### config.mk
export PLATFORM = sky130hd
export DESIGN_NAME = mrb_bank
export DESIGN_NICKNAME = d
export VERILOG_FILES = /design/src/hw/mrb_pkg.sv /design/src/hw/mrb_bank.sv
export VERILOG_INCLUDE_DIRS = /design/src /design/src/hw
export SDC_FILE = /design/constraint.sdc
export NUM_CORES = 2
export LEC_CHECK = 0
export BUFFER_PORTS_ARGS = -buffer_cell sky130_fd_sc_hd__buf_2
export CAP_MARGIN = 0
export CORE_MARGIN = 4
export CORE_UTILIZATION = 35
export CTS_BUF_LIST = sky130_fd_sc_hd__clkbuf_8
export DETAILED_ROUTE_END_ITERATION = 10
export HOLD_SLACK_MARGIN = 0.12
export PLACE_DENSITY = 0.55
export SYNTH_ARGS = -nofsm -noshare
export SYNTH_HDL_FRONTEND = slang
export SYNTH_SLANG_ARGS = --single-unit
### constraint.sdc
create_clock -name clock -period 41.9 [get_ports clock]
set_clock_uncertainty 0.2 [all_clocks]
set_input_delay 2.095 -clock clock [delete_from_list [all_inputs] [get_ports clock]]
set_output_delay 2.095 -clock clock [all_outputs]
set_load 0.01 [all_outputs]
### src/hw/mrb_defs.svh
// Register offsets, reset values and access codes of the meter register bank.
// Included by the package and by the bank; definitions only.
`ifndef MRB_DEFS_SVH
`define MRB_DEFS_SVH

`define MRB_ADDR_W            12
`define MRB_DATA_W            32

// 8-bit map
`define MRB_OFS_SAG_CYC       12'h000
`define MRB_OFS_NOLOAD_DIS    12'h001
`define MRB_OFS_LCYC_CFG      12'h004
`define MRB_OFS_V_GAIN        12'h007
`define MRB_OFS_IA_GAIN       12'h008
`define MRB_OFS_IB_GAIN       12'h009
`define MRB_OFS_WR_GUARD      12'h040
`define MRB_OFS_LAST_KIND     12'h0FD
`define MRB_OFS_UNLOCK_KEY    12'h0FE
`define MRB_OFS_LAST_BYTE     12'h0FF
`define MRB_OFS_SI_REV        12'h702
`define MRB_OFS_REF_SEL       12'h800

// 16-bit map
`define MRB_OFS_ZX_TOUT       12'h100
`define MRB_OFS_HALF_CYC      12'h101
`define MRB_OFS_MAIN_CFG      12'h102
`define MRB_OFS_PULSE1_DIV    12'h103
`define MRB_OFS_PULSE2_DIV    12'h104
`define MRB_OFS_PULSE_SEL     12'h107
`define MRB_OFS_PH_TRIM_A     12'h108
`define MRB_OFS_PH_TRIM_B     12'h109
`define MRB_OFS_PF_A          12'h10A
`define MRB_OFS_PF_B          12'h10B
`define MRB_OFS_ANGLE_A       12'h10C
`define MRB_OFS_ANGLE_B       12'h10D
`define MRB_OFS_LINE_PER      12'h10E
`define MRB_OFS_ALT_PINS      12'h110
`define MRB_OFS_TUNING        12'h120
`define MRB_OFS_LAST_ADDR     12'h1FE
`define MRB_OFS_LAST_HALF     12'h1FF

// 24/32-bit views: page 2 is the 24-bit path, page 3 the 32-bit path
`define MRB_PAGE_8            4'h0
`define MRB_PAGE_16           4'h1
`define MRB_PAGE_24           4'h2
`define MRB_PAGE_32           4'h3
`define MRB_WIDE_DEPTH        32
`define MRB_WIDE_IDX_W        5
`define MRB_OFS_LAST_WORD_LO  8'hFF

// Reset values
`define MRB_RST_8             8'h00
`define MRB_RST_LCYC_CFG      8'h40
`define MRB_RST_GAIN          3'h0
`define MRB_RST_GUARD         3'h0
`define MRB_RST_REF_SEL       1'h0
`define MRB_RST_16            16'h0000
`define MRB_RST_ZX_TOUT       16'hFFFF
`define MRB_RST_MAIN_CFG      16'h8004
`define MRB_RST_PULSE_DIV     16'h003F
`define MRB_RST_PULSE_SEL     16'h0300
`define MRB_RST_WIDE          24'h000000

// Access codes
`define MRB_KIND_READ         8'h35
`define MRB_KIND_WRITE        8'hCA
`define MRB_UNLOCK_VALUE      8'hAD

`endif

### src/hw/mrb_pkg.sv
// Types shared by the meter register bank and its users.
// Needs mrb_defs.svh on the include path.
`include "mrb_defs.svh"

package mrb_pkg;

  // Access width requested by the serial front end
  typedef enum logic [1:0] {
    MRB_SIZE_8  = 2'b00,
    MRB_SIZE_16 = 2'b01,
    MRB_SIZE_24 = 2'b10,
    MRB_SIZE_32 = 2'b11
  } mrb_size_e;

  typedef logic [`MRB_ADDR_W-1:0] mrb_addr_t;
  typedef logic [`MRB_DATA_W-1:0] mrb_data_t;

endpackage : mrb_pkg

### src/hw/mrb_bank.sv
// Register bank of a single-phase energy meter: 8/16-bit map, shared 24/32-bit store,
// last-access capture and keyed tuning register.
// Assumes a serial front end that presents one decoded access at a time, synchronous to clock.
`timescale 1ns/100ps
`default_nettype none
`include "mrb_defs.svh"

// Contract
// - Four widths, each accessed at declared width
// - Two's complement; phase trims sign-magnitude
// - 32-bit view sign-extends low 24 bits
// - 24 and 32-bit views share storage
// - Last kind: 0x35 read, 0xCA write
// - Last data captured per access width
// - Last address of successful access kept
// - Failed accesses leave last registers unchanged
// - Tuning write needs key 0xAD first
// - Reference select: 0 internal, 1 external
// - Gain registers use low three bits
// - Write guard: three bits, reset zero
// - Half cycle count, sixteen bits, reset zero
// - Read-only fixed silicon revision
module mrb_bank #(
  parameter logic [7:0] SI_REVISION = 8'h01  // Arbitrary value
) (
  // Clock and reset
  input  wire logic                       clock,
  input  wire logic                       rst,
  // Access request from serial front end
  input  wire logic                       acc_valid,
  input  wire logic                       acc_write,
  input  wire mrb_pkg::mrb_size_e         acc_size,
  input  wire logic [`MRB_ADDR_W-1:0]     acc_addr,
  input  wire logic [`MRB_DATA_W-1:0]     acc_wdata,
  // Access answer
  output logic                            rsp_valid,
  output logic                            rsp_ok,
  output logic [`MRB_DATA_W-1:0]          rsp_rdata,
  // Measurement results from datapath
  input  wire logic [15:0]                pf_a,
  input  wire logic [15:0]                pf_b,
  input  wire logic [15:0]                angle_a,
  input  wire logic [15:0]                angle_b,
  input  wire logic [15:0]                line_period,
  // Configuration to datapath
  output logic [7:0]                      sag_cycle_count,
  output logic [7:0]                      noload_detect_disable,
  output logic [7:0]                      line_cycle_accum_config,
  output logic [2:0]                      voltage_gain_select,
  output logic [2:0]                      current_a_gain_select,
  output logic [2:0]                      current_b_gain_select,
  output logic [2:0]                      write_guard_bits,
  output logic                            reference_source_select,
  output logic [15:0]                     zero_cross_timeout,
  output logic [15:0]                     half_cycle_count,
  output logic [15:0]                     main_configuration,
  output logic [15:0]                     pulse1_divider,
  output logic [15:0]                     pulse2_divider,
  output logic [15:0]                     pulse_output_select,
  output logic [15:0]                     phase_trim_a,
  output logic [15:0]                     phase_trim_b,
  output logic [15:0]                     alternate_pin_functions,
  output logic [15:0]                     keyed_tuning_slot
);

  logic [7:0]  last_access_kind_r;
  logic [15:0] last_access_address_r;
  logic [31:0] last_data_r;
  logic        key_armed_r;
  logic [23:0] wide_mem [`MRB_WIDE_DEPTH];

  // Address class decides the declared width
  wire [3:0]  page      = acc_addr[11:8];
  wire [7:0]  low       = acc_addr[7:0];
  wire        is_sz8    = (page == `MRB_PAGE_8) || (acc_addr == `MRB_OFS_SI_REV) || (acc_addr == `MRB_OFS_REF_SEL);
  wire        is_sz16   = (page == `MRB_PAGE_16);
  wire        is_sz24   = (page == `MRB_PAGE_24);
  wire        is_sz32   = (page == `MRB_PAGE_32);
  wire        wide_hit  = (is_sz24 || is_sz32) && (low < 8'(`MRB_WIDE_DEPTH));
  wire        wide_last = (is_sz24 || is_sz32) && (low == `MRB_OFS_LAST_WORD_LO);
  wire [`MRB_WIDE_IDX_W-1:0] wide_idx = acc_addr[`MRB_WIDE_IDX_W-1:0];

  wire size_match = (is_sz8  && acc_size == mrb_pkg::MRB_SIZE_8)  ||
                    (is_sz16 && acc_size == mrb_pkg::MRB_SIZE_16) ||
                    (is_sz24 && acc_size == mrb_pkg::MRB_SIZE_24) ||
                    (is_sz32 && acc_size == mrb_pkg::MRB_SIZE_32);

  wire a_sag   = acc_addr == `MRB_OFS_SAG_CYC;
  wire a_nold  = acc_addr == `MRB_OFS_NOLOAD_DIS;
  wire a_lcyc  = acc_addr == `MRB_OFS_LCYC_CFG;
  wire a_vg    = acc_addr == `MRB_OFS_V_GAIN;
  wire a_iag   = acc_addr == `MRB_OFS_IA_GAIN;
  wire a_ibg   = acc_addr == `MRB_OFS_IB_GAIN;
  wire a_grd   = acc_addr == `MRB_OFS_WR_GUARD;
  wire a_key   = acc_addr == `MRB_OFS_UNLOCK_KEY;
  wire a_ref   = acc_addr == `MRB_OFS_REF_SEL;
  wire a_zx    = acc_addr == `MRB_OFS_ZX_TOUT;
  wire a_hcyc  = acc_addr == `MRB_OFS_HALF_CYC;
  wire a_cfg   = acc_addr == `MRB_OFS_MAIN_CFG;
  wire a_p1    = acc_addr == `MRB_OFS_PULSE1_DIV;
  wire a_p2    = acc_addr == `MRB_OFS_PULSE2_DIV;
  wire a_psel  = acc_addr == `MRB_OFS_PULSE_SEL;
  wire a_pta   = acc_addr == `MRB_OFS_PH_TRIM_A;
  wire a_ptb   = acc_addr == `MRB_OFS_PH_TRIM_B;
  wire a_alt   = acc_addr == `MRB_OFS_ALT_PINS;
  wire a_tune  = acc_addr == `MRB_OFS_TUNING;

  wire writable = a_sag || a_nold || a_lcyc || a_vg || a_iag || a_ibg || a_grd || a_key || a_ref ||
                  a_zx || a_hcyc || a_cfg || a_p1 || a_p2 || a_psel || a_pta || a_ptb || a_alt ||
                  a_tune || wide_hit;

  // Key location is write-only, so it is not readable
  wire readable_ro = (acc_addr == `MRB_OFS_LAST_KIND) || (acc_addr == `MRB_OFS_LAST_BYTE) ||
                     (acc_addr == `MRB_OFS_SI_REV) || (acc_addr == `MRB_OFS_PF_A) ||
                     (acc_addr == `MRB_OFS_PF_B) || (acc_addr == `MRB_OFS_ANGLE_A) ||
                     (acc_addr == `MRB_OFS_ANGLE_B) || (acc_addr == `MRB_OFS_LINE_PER) ||
                     (acc_addr == `MRB_OFS_LAST_ADDR) || (acc_addr == `MRB_OFS_LAST_HALF) || wide_last;
  wire readable = (writable && !a_key) || readable_ro;

  // Read-only locations and a tuning write without the key both fail
  wire wr_ok = acc_valid && acc_write && size_match && writable && (!a_tune || key_armed_r);
  wire rd_ok = acc_valid && !acc_write && size_match && readable;
  wire acc_ok = wr_ok || rd_ok;

  // Write data cut to the access width; 32-bit writes keep only the low 24 bits
  wire [23:0] wide_wdata = acc_wdata[23:0];
  wire [23:0] wide_rword = wide_mem[wide_idx];
  wire [23:0] last_lo24  = last_data_r[23:0];

  logic [31:0] rd_val;
  always_comb begin
    rd_val = 32'h0000_0000;
    case (1'b1)
      a_sag:   rd_val = {24'h000000, sag_cycle_count};
      a_nold:  rd_val = {24'h000000, noload_detect_disable};
      a_lcyc:  rd_val = {24'h000000, line_cycle_accum_config};
      a_vg:    rd_val = {29'h0, voltage_gain_select};
      a_iag:   rd_val = {29'h0, current_a_gain_select};
      a_ibg:   rd_val = {29'h0, current_b_gain_select};
      a_grd:   rd_val = {29'h0, write_guard_bits};
      a_ref:   rd_val = {31'h0, reference_source_select};
      a_zx:    rd_val = {16'h0000, zero_cross_timeout};
      a_hcyc:  rd_val = {16'h0000, half_cycle_count};
      a_cfg:   rd_val = {16'h0000, main_configuration};
      a_p1:    rd_val = {16'h0000, pulse1_divider};
      a_p2:    rd_val = {16'h0000, pulse2_divider};
      a_psel:  rd_val = {16'h0000, pulse_output_select};
      a_pta:   rd_val = {16'h0000, phase_trim_a};
      a_ptb:   rd_val = {16'h0000, phase_trim_b};
      a_alt:   rd_val = {16'h0000, alternate_pin_functions};
      a_tune:  rd_val = {16'h0000, keyed_tuning_slot};
      (acc_addr == `MRB_OFS_LAST_KIND): rd_val = {24'h000000, last_access_kind_r};
      (acc_addr == `MRB_OFS_LAST_BYTE): rd_val = {24'h000000, last_data_r[7:0]};
      (acc_addr == `MRB_OFS_SI_REV):    rd_val = {24'h000000, SI_REVISION};
      (acc_addr == `MRB_OFS_PF_A):      rd_val = {16'h0000, pf_a};
      (acc_addr == `MRB_OFS_PF_B):      rd_val = {16'h0000, pf_b};
      (acc_addr == `MRB_OFS_ANGLE_A):   rd_val = {16'h0000, angle_a};
      (acc_addr == `MRB_OFS_ANGLE_B):   rd_val = {16'h0000, angle_b};
      (acc_addr == `MRB_OFS_LINE_PER):  rd_val = {16'h0000, line_period};
      (acc_addr == `MRB_OFS_LAST_ADDR): rd_val = {16'h0000, last_access_address_r};
      (acc_addr == `MRB_OFS_LAST_HALF): rd_val = {16'h0000, last_data_r[15:0]};
      wide_hit && is_sz24:  rd_val = {8'h00, wide_rword};
      wide_hit && is_sz32:  rd_val = {{8{wide_rword[23]}}, wide_rword};
      wide_last && is_sz24: rd_val = {8'h00, last_lo24};
      wide_last && is_sz32: rd_val = {{8{last_lo24[23]}}, last_lo24};
      default: rd_val = 32'h0000_0000;
    endcase
  end

  // Data captured for the last-data views, sized to the access
  wire [31:0] wr_cap = is_sz8  ? {24'h000000, acc_wdata[7:0]} :
                       is_sz16 ? {16'h0000, acc_wdata[15:0]} :
                       is_sz24 ? {8'h00, wide_wdata} : {{8{wide_wdata[23]}}, wide_wdata};
  wire [31:0] cap_nxt = acc_write ? wr_cap : rd_val;

  // Answer registered one cycle after the request
  always_ff @(posedge clock or posedge rst) begin
    if (rst) begin
      rsp_valid <= 1'b0;
      rsp_ok    <= 1'b0;
      rsp_rdata <= 32'h0000_0000;
    end else begin
      rsp_valid <= acc_valid;
      rsp_ok    <= acc_ok;
      rsp_rdata <= rd_ok ? rd_val : 32'h0000_0000;
    end
  end

  // Last-access capture only on success
  always_ff @(posedge clock or posedge rst) begin
    if (rst) begin
      last_access_kind_r    <= `MRB_RST_8;
      last_access_address_r <= `MRB_RST_16;
      last_data_r           <= 32'h0000_0000;
    end else if (acc_ok) begin
      last_access_kind_r    <= acc_write ? `MRB_KIND_WRITE : `MRB_KIND_READ;
      last_access_address_r <= {4'h0, acc_addr};
      last_data_r           <= cap_nxt;
    end
  end

  // Key arms for exactly the next successful write; any later successful write disarms it unless it writes 0xAD to the key again
  always_ff @(posedge clock or posedge rst) begin
    if (rst) begin
      key_armed_r <= 1'b0;
    end else if (wr_ok) begin
      key_armed_r <= a_key && (acc_wdata[7:0] == `MRB_UNLOCK_VALUE);
    end
  end

  // 8-bit configuration; gain, guard and reference keep only their used bits
  always_ff @(posedge clock or posedge rst) begin
    if (rst) begin
      sag_cycle_count         <= `MRB_RST_8;
      noload_detect_disable   <= `MRB_RST_8;
      line_cycle_accum_config <= `MRB_RST_LCYC_CFG;
      voltage_gain_select     <= `MRB_RST_GAIN;
      current_a_gain_select   <= `MRB_RST_GAIN;
      current_b_gain_select   <= `MRB_RST_GAIN;
      write_guard_bits        <= `MRB_RST_GUARD;
      reference_source_select <= `MRB_RST_REF_SEL;
    end else if (wr_ok) begin
      if (a_sag)  sag_cycle_count         <= acc_wdata[7:0];
      if (a_nold) noload_detect_disable   <= acc_wdata[7:0];
      if (a_lcyc) line_cycle_accum_config <= acc_wdata[7:0];
      if (a_vg)   voltage_gain_select     <= acc_wdata[2:0];
      if (a_iag)  current_a_gain_select   <= acc_wdata[2:0];
      if (a_ibg)  current_b_gain_select   <= acc_wdata[2:0];
      if (a_grd)  write_guard_bits        <= acc_wdata[2:0];
      if (a_ref)  reference_source_select <= acc_wdata[0];
    end
  end

  // 16-bit configuration; dividers take every write, so a repeated write simply lands twice
  always_ff @(posedge clock or posedge rst) begin
    if (rst) begin
      zero_cross_timeout      <= `MRB_RST_ZX_TOUT;
      half_cycle_count        <= `MRB_RST_16;
      main_configuration      <= `MRB_RST_MAIN_CFG;
      pulse1_divider          <= `MRB_RST_PULSE_DIV;
      pulse2_divider          <= `MRB_RST_PULSE_DIV;
      pulse_output_select     <= `MRB_RST_PULSE_SEL;
      phase_trim_a            <= `MRB_RST_16;
      phase_trim_b            <= `MRB_RST_16;
      alternate_pin_functions <= `MRB_RST_16;
      keyed_tuning_slot       <= `MRB_RST_16;
    end else if (wr_ok) begin
      if (a_zx)   zero_cross_timeout      <= acc_wdata[15:0];
      if (a_hcyc) half_cycle_count        <= acc_wdata[15:0];
      if (a_cfg)  main_configuration      <= acc_wdata[15:0];
      if (a_p1)   pulse1_divider          <= acc_wdata[15:0];
      if (a_p2)   pulse2_divider          <= acc_wdata[15:0];
      if (a_psel) pulse_output_select     <= acc_wdata[15:0];
      // Stored as written: the datapath decodes sign-magnitude
      if (a_pta)  phase_trim_a            <= acc_wdata[15:0];
      if (a_ptb)  phase_trim_b            <= acc_wdata[15:0];
      if (a_alt)  alternate_pin_functions <= acc_wdata[15:0];
      if (a_tune) keyed_tuning_slot       <= acc_wdata[15:0];
    end
  end

  // One 24-bit location per entry, reached by both the 24-bit and the 32-bit page
  for (genvar g = 0; g < `MRB_WIDE_DEPTH; g++) begin : g_wide
    always_ff @(posedge clock or posedge rst) begin
      if (rst) begin
        wide_mem[g] <= `MRB_RST_WIDE;
      end else if (wr_ok && wide_hit && wide_idx == `MRB_WIDE_IDX_W'(g)) begin
        wide_mem[g] <= wide_wdata;
      end
    end
  end

endmodule : mrb_bank
`default_nettype wire

Word-level counts from Yosys, hierarchy flattened
Cells that the tools add are included.

cells by class
  add/subtract/negate cells = 0
  $mul = 0
  div/mod/pow operators = 0
  $lt $le $gt $ge = 2
  equal/unequal tests = 67
  shifts and indexed selects = 0
  mux-type cells = 40
  bitwise logic cells = 1
  reduce and logical (&&, ||, !) cells = 115

operators by type and width
  cell                                                    count
  two-way mux 32 bit                                      33
  equality test 12 x 9 -> 1 bit (second input constant)   17
  binary-select mux 24 bit (select 5 bit)                 1
  two-way mux 24 bit                                      5
  equality test 5 bit (second input constant)             16
  logical AND 1 bit                                       52
  equality test 5 x 4 -> 1 bit (second input constant)    8
  logical OR 1 bit                                        38
  equality test 12 x 8 -> 1 bit (second input constant)   3
  AND reduction 2 bit                                     18
  equality test 12 x 3 -> 1 bit (second input constant)   2
  equality test 12 x 4 -> 1 bit (second input constant)   2
  equality test 5 x 3 -> 1 bit (second input constant)    4
  equality test 8 bit (second input constant)             2
  equality test 12 x 1 -> 1 bit (second input constant)   1
  equality test 12 x 11 -> 1 bit (second input constant)  1
  equality test 12 bit (second input constant)            1
  equality test 12 x 7 -> 1 bit (second input constant)   1
  zero test 12 bit                                        1
  equality test 5 x 2 -> 1 bit (second input constant)    2
  equality test 4 x 2 -> 1 bit (second input constant)    2
  < comparator 8 x 6 -> 1 bit (second input constant)     1
  two-way mux 8 bit                                       1
  >= comparator 6 bit (second input constant)             1
  9 further kinds                                         12

word-level totals
  register bits after elaboration = 1,044
  latch bits = 0
  memory bits (writable) = 0
  bits in read-only memories = 0
  bits of input ports = 130
  output and inout port bits = 231
  word-level logic and storage cells = 282
  memories kept = 0

Depth between registers and ports, before layout
  word-level depth = 37
  gate-level depth with buffers = 13
  depth with buffers taken out = 7

Least setup slack after synthesis
No wires, ideal clock.

  path type = in2reg
  start point = input acc_addr[3]
  end point = register alternate_pin_functions[0]
  setup time = 125 ps
  arrival time = 4,595 ps
  required time = 41,575 ps
  path slack = 36,980 ps
  cell stages on the path = 11
  path buffers = 5
  path through = buf_6 or4b_1 buf_2 a311oi_4 a211oi_2 a31o_2 buf_6 or3_1 buf_2 buf_6 mux2_4

on the way
  cells in the longest elaborated chain, start to end = 23
  elaborated cells on any way between the ends = 53
  classes of those cells = 1 x order compare; 19 x eq/ne; 33 x reduce/logical

ends and longest elaborated chain
  what                                                                                RTL line         RTL
  start: declaration                                                                  mrb_bank.sv:33   input wire logic [`MRB_ADDR_W-1:0] acc_addr,
  equality test 12 x 1 -> 1 bit (no line) / zero test 12 bit (equally long branches)  -
  logical OR 1 bit (9 in series)                                                      mrb_bank.sv:108  wire writable = a_sag || a_nold || a_lcyc || a_vg || a_iag || a_ibg || a_grd || a_key || a_ref ||
  logical OR 1 bit (9 in series)                                                      mrb_bank.sv:109  a_zx || a_hcyc || a_cfg || a_p1 || a_p2 || a_psel || a_pta || a_ptb || a_alt ||
  logical OR 1 bit                                                                    mrb_bank.sv:110  a_tune || wide_hit;
  logical AND 1 bit (2 in series)                                                     mrb_bank.sv:121  wire wr_ok = acc_valid && acc_write && size_match && writable && (!a_tune || key_armed_r);
  AND reduction 2 bit (no line) (*)                                                   -
  end signal: assignment                                                              mrb_bank.sv:245  alternate_pin_functions <= `MRB_RST_16;
  end signal: assignment                                                              mrb_bank.sv:257  if (a_alt) alternate_pin_functions <= acc_wdata[15:0];
  end: declaration                                                                    mrb_bank.sv:62   output logic [15:0] alternate_pin_functions,

Every way passes the cells marked *; elsewhere a longest branch is shown, timed or not.
A chain may end at the register's enable or synchronous reset.

Worst setup path in the final report
  start point = input acc_addr[1]
  end point = register wide_mem[666] in the netlist's numbering

on the way
  cells in the longest elaborated chain, start to end = 24
  elaborated cells on any way between the ends = 55
  classes of those cells = 1 x order compare; 20 x eq/ne; 34 x reduce/logical

ends and longest elaborated chain
  what                                                                                RTL line         RTL
  equality test 12 x 1 -> 1 bit (no line) / zero test 12 bit (equally long branches)  -
  logical OR 1 bit (9 in series)                                                      mrb_bank.sv:108
  logical OR 1 bit (9 in series)                                                      mrb_bank.sv:109
  logical OR 1 bit                                                                    mrb_bank.sv:110
  logical AND 1 bit (2 in series)                                                     mrb_bank.sv:121
  logical AND 1 bit                                                                   mrb_bank.sv:267  end else if (wr_ok && wide_hit && wide_idx == `MRB_WIDE_IDX_W'(g)) begin
  logical AND 1 bit (*)                                                               mrb_bank.sv:267
  end signal: indexed assignment                                                      mrb_bank.sv:266  wide_mem[g] <= `MRB_RST_WIDE;
  end signal: indexed assignment                                                      mrb_bank.sv:268  wide_mem[g] <= wide_wdata;
  end: declaration                                                                    mrb_bank.sv:70   logic [23:0] wide_mem [`MRB_WIDE_DEPTH];

Marks and branches as above.

==> flow_metrics.py <==
metrics = {
    "pwr": {
        "switching_share": 0.256,
        "internal_power_mw": 1.48,
        "clockPowerShare": 0.443,
        "total_power_mw": 1.99,
        "power_frac_comb": 0.055,
        "p_switching_mw": 0.509,
        "p_seq_frac": 0.501,
        "cellPowerDensity_mw_per_mm2": 34.8,
        "leakage_nw": 28.4,
        "ir_drop_mv": 0.0294,
    },
    "run_status": {
        "status": "completed",
    },
    "worst_setup_path": {
        "crit_fanout": 63,
        "crit_slowest_cell": "buf_4",
        "cpMostUsedCell": "buf_4",
        "required_ps": 42460,
        "cp-end-kind": "flop",
        "cp_cell_sequence": "buf_8 -> or4_1 -> buf_4 -> nor2_1 -> nand4_1 -> a31o_2 -> nor2_8 -> buf_4 -> nand3_4 -> mux2_4",
        "slowest_delay_ps": 890,
        "start_kind": "input pin",
        "r2r_setup_slack_ps": 37930,
        "cp.arrival_ps": 7380,
        "crit_type": "input pin to flop",
    },
    "detailed_routing": {
        "wl_met3_um": 13400,
        "vias": 34800,
        "wl_met2_um": 86400,
        "initialDrtViolationCount": 3620,
        "post_drt_via_cell_ratio": 5.91,
        "wl_um": 188000,
        "drc": 0,
        "wl_met1_um": 78100,
        "wl_per_cell_um": 32.0,
        "highest_layer": "met5",
        "first_pass_iters": 6,
        "antenna_left": 0,
    },
    "job": {
        "cap_violations": 0,
    },
    "layout": {
        "multi_input_area_mm2": 0.0230,
        "utilization": 0.398,
        "regArea_mm2": 0.0258,
        "syn_to_final_growth_pct": 13.3,
        "n_fill_cell": 13600,
        "largest_reg_flops": 768,
        "drive_gt1_frac": 0.406,
        "reg_top3": "wide_mem x768, rsp_rdata x25, last_data_r x24",
        "instances_no_fill": 5892,
        "largest_register": "wide_mem",
        "fin_nets": 3983,
    },
    "global_route": {
        "overflow": 0,
        "grt_pass1_wl_um": 268000,
        "grt_start_max_net_pins": 178,
        "grt_use_total": 0.245,
        "grt_pass1_vias": 34900,
        "antenna_found_initial": 19,
    },
    "logic_synthesis": {
        "netlist_instances": 3585,
        "synth.area.top_cells": "dfrtp_1 (49%), mux2_2 (11%), mux4_2 (9.4%), mux2_1 (8.7%), mux2_4 (2.4%)",
        "syn_avg_cell_area_um2": 14.1,
        "ys.flop_type": "dfrtp_1",
        "ys_ff_latch": 1031,
        "mappedNetlistNets": 3715,
        "synth_edf_count": 0,
        "async_flop_share": 1.00,
        "yosys.area.top_type_share": 0.495,
        "yosysWarnings": 0,
        "syn_area_mm2": 0.0505,
        "yosysSeqAreaShare": 0.512,
        "ys_types": 99,
        "synth_top_cell_by_area": "dfrtp_1",
    },
    "clocking": {
        "postCtsSetupRepairBufs": 0,
        "clock_sinks": 1031,
        "clockBufferDepth": 3,
        "cts-root-buf": "clkbuf_8",
        "htreeDepth": 4,
        "cts_buffers": 169,
        "path_clk_slew_ps": 60,
        "ctsResizeCount": 0,
        "hold_buffers": 0,
        "cts_tree": "done",
        "clk_latency_ps": 910,
    },
    "timing": {
        "post-route-period-util": 0.163,
        "tns_ps": 0,
        "setup_violations": 0,
        "fmax_ghz": 0.147,
        "slew_viol_final": 0,
        "finalCriticalPeriod_ps": 6820,
        "rsz0062_at_grt": "no",
        "worst_slew_pin_slew_ps": 1290,
        "max_slew_margin": 0.132,
        "hold_viol_final": 0,
    },
    "die": {
        "dieWidth_um": 388,
        "dieArea_mm2": 0.150,
        "initial_core_util": 0.352,
        "rows": 139,
        "core_mm2": 0.143,
        "die_h_um": 388,
        "io-pin-count": 361,
    },
    "placed_design": {
        "port_buffers": 352,
        "dp_hpwl_um": 120000,
        "place_congestion": 0.985,
        "dp_cells": 5585,
    },
    "min_path": {
        "min_path_type": "flop to flop",
    },
}
routing by layer:
metal,global-route usage,up-vias
met5,0,-
met4,0.120,14
met3,0.0567,422
met2,0.383,1561
met1,0.322,18700
li1,-,14100
worst paths after layout:
path                                                start                        end  cells past startpoint
worst max-delay path                          acc_addr[1]  wide_mem[666]$_DFFE_PP0P_                     10
worst min-delay path            wide_mem[713]$_DFFE_PP0P_  wide_mem[713]$_DFFE_PP0P_                      1
worst max register to register    key_armed_r$_DFFE_PP0P_  wide_mem[666]$_DFFE_PP0P_                      6
worst min register to register  wide_mem[713]$_DFFE_PP0P_  wide_mem[713]$_DFFE_PP0P_                      1
max in group asynchronous                             rst    rsp_rdata[14]$_DFF_PP0_                      5
min in group asynchronous                             rst   wide_mem[56]$_DFFE_PP0P_                      2
final cells by class:
class	instances	share of cell area
flip-flops and latches	1031	0.452
inverters	10	0.000810
diodes	12	0.000525
multi-input cells	2192	0.402
repair buffers	449	0.0446
clock inverters	87	0.00827
clock buffers	208	0.0501
well taps	1903	0.0416
per-stage QoR:
step	hold slack, ps	cell area [µm²]	setup WS (ps)
3_3_place_gp	267	53800	34350
2_1_floorplan	250	50500	10640
3_5_place_dp	275	53800	34280
6_report	284	57200	35080
4_1_cts	288	57100	35270
5_1_grt	292	57200	35120
cell families after synthesis:
group / after synthesis / synth area share
compound gates: 437 / 0.0617
xor+xnor: 4 / 0.000694
buf+inv: 362 / 0.0353
flops: 1031 / 0.512
mux: 1212 / 0.323
simple gates: 539 / 0.0676
worst max-delay path: cells and delay by family:
family / cells / cell delay (ps)
compound gates: 1 / 570
buf+inv: 3 / 1350
mux: 1 / 560
simple gates: 5 / 2690
synthesized netlist by cell type (9+ instances only):
| cell | number |
|---|---|
| a21oi_1 | 75 |
| nand3_1 | 57 |
| nor2_1 | 90 |
| mux2i_1 | 23 |
| o2bb2ai_1 | 10 |
| buf_1 | 16 |
| nor3_1 | 40 |
| a31oi_1 | 14 |
| nand4_1 | 21 |
| buf_6 | 20 |
| nand2b_1 | 9 |
| nor4_1 | 21 |
| o2111ai_1 | 13 |
| a2111oi_0 | 10 |
| o211ai_1 | 15 |
| mux2_4 | 80 |
| dfstp_2 | 33 |
| mux4_2 | 211 |
| clkbuf_1 | 162 |
| or4_1 | 12 |
| dfrtp_1 | 998 |
| a32oi_1 | 10 |
| a221o_1 | 20 |
| and3_1 | 13 |
| and2_1 | 15 |
| buf_4 | 15 |
| buf_2 | 136 |
| mux2_1 | 388 |
| a221oi_1 | 14 |
| a22o_1 | 17 |
| nand3_4 | 30 |
| nand2_2 | 9 |
| a22oi_1 | 23 |
| mux2_2 | 510 |
| a211oi_1 | 19 |
| o21ai_0 | 64 |
| nor2b_1 | 16 |
| o22ai_1 | 48 |
| nand2_1 | 113 |
power groups by stage:
stage / Clock [mW] / Sequential [mW] / Combinational (mW)
after floorplan: 0 / 1.02 / 0.0621
after global placement: 0 / 1.01 / 0.110
after detailed placement: 0 / 1.01 / 0.110
after CTS: 0.902 / 0.997 / 0.110
after global routing: 0.944 / 0.996 / 0.117
final: 0.882 / 0.997 / 0.110
cell usage in the layout, fill, tap and decap left out, types with 15 or more instances in the layout:
cell type	netlist	layout
nand3_4	30	30
buf_4	15	96
mux2i_1	23	23
a22o_1	17	17
o22ai_1	48	48
a211oi_1	19	19
clkbuf_8	0	208
mux4_2	211	211
buf_2	136	348
nand3_1	57	57
mux2_2	510	510
a22oi_1	23	23
nor2b_1	16	16
o211ai_1	15	15
a21oi_1	75	75
dfstp_2	33	33
clkinv_2	0	17
mux2_4	80	80
nor2_1	90	87
nand2_1	113	113
mux2_1	388	388
a221o_1	20	20
nor4_1	21	15
dfrtp_1	998	998
o21ai_0	64	64
nor3_1	40	36
nand4_1	21	21
inv_1	8	64
No activity file was read; power rests on OpenSTA's default activity.
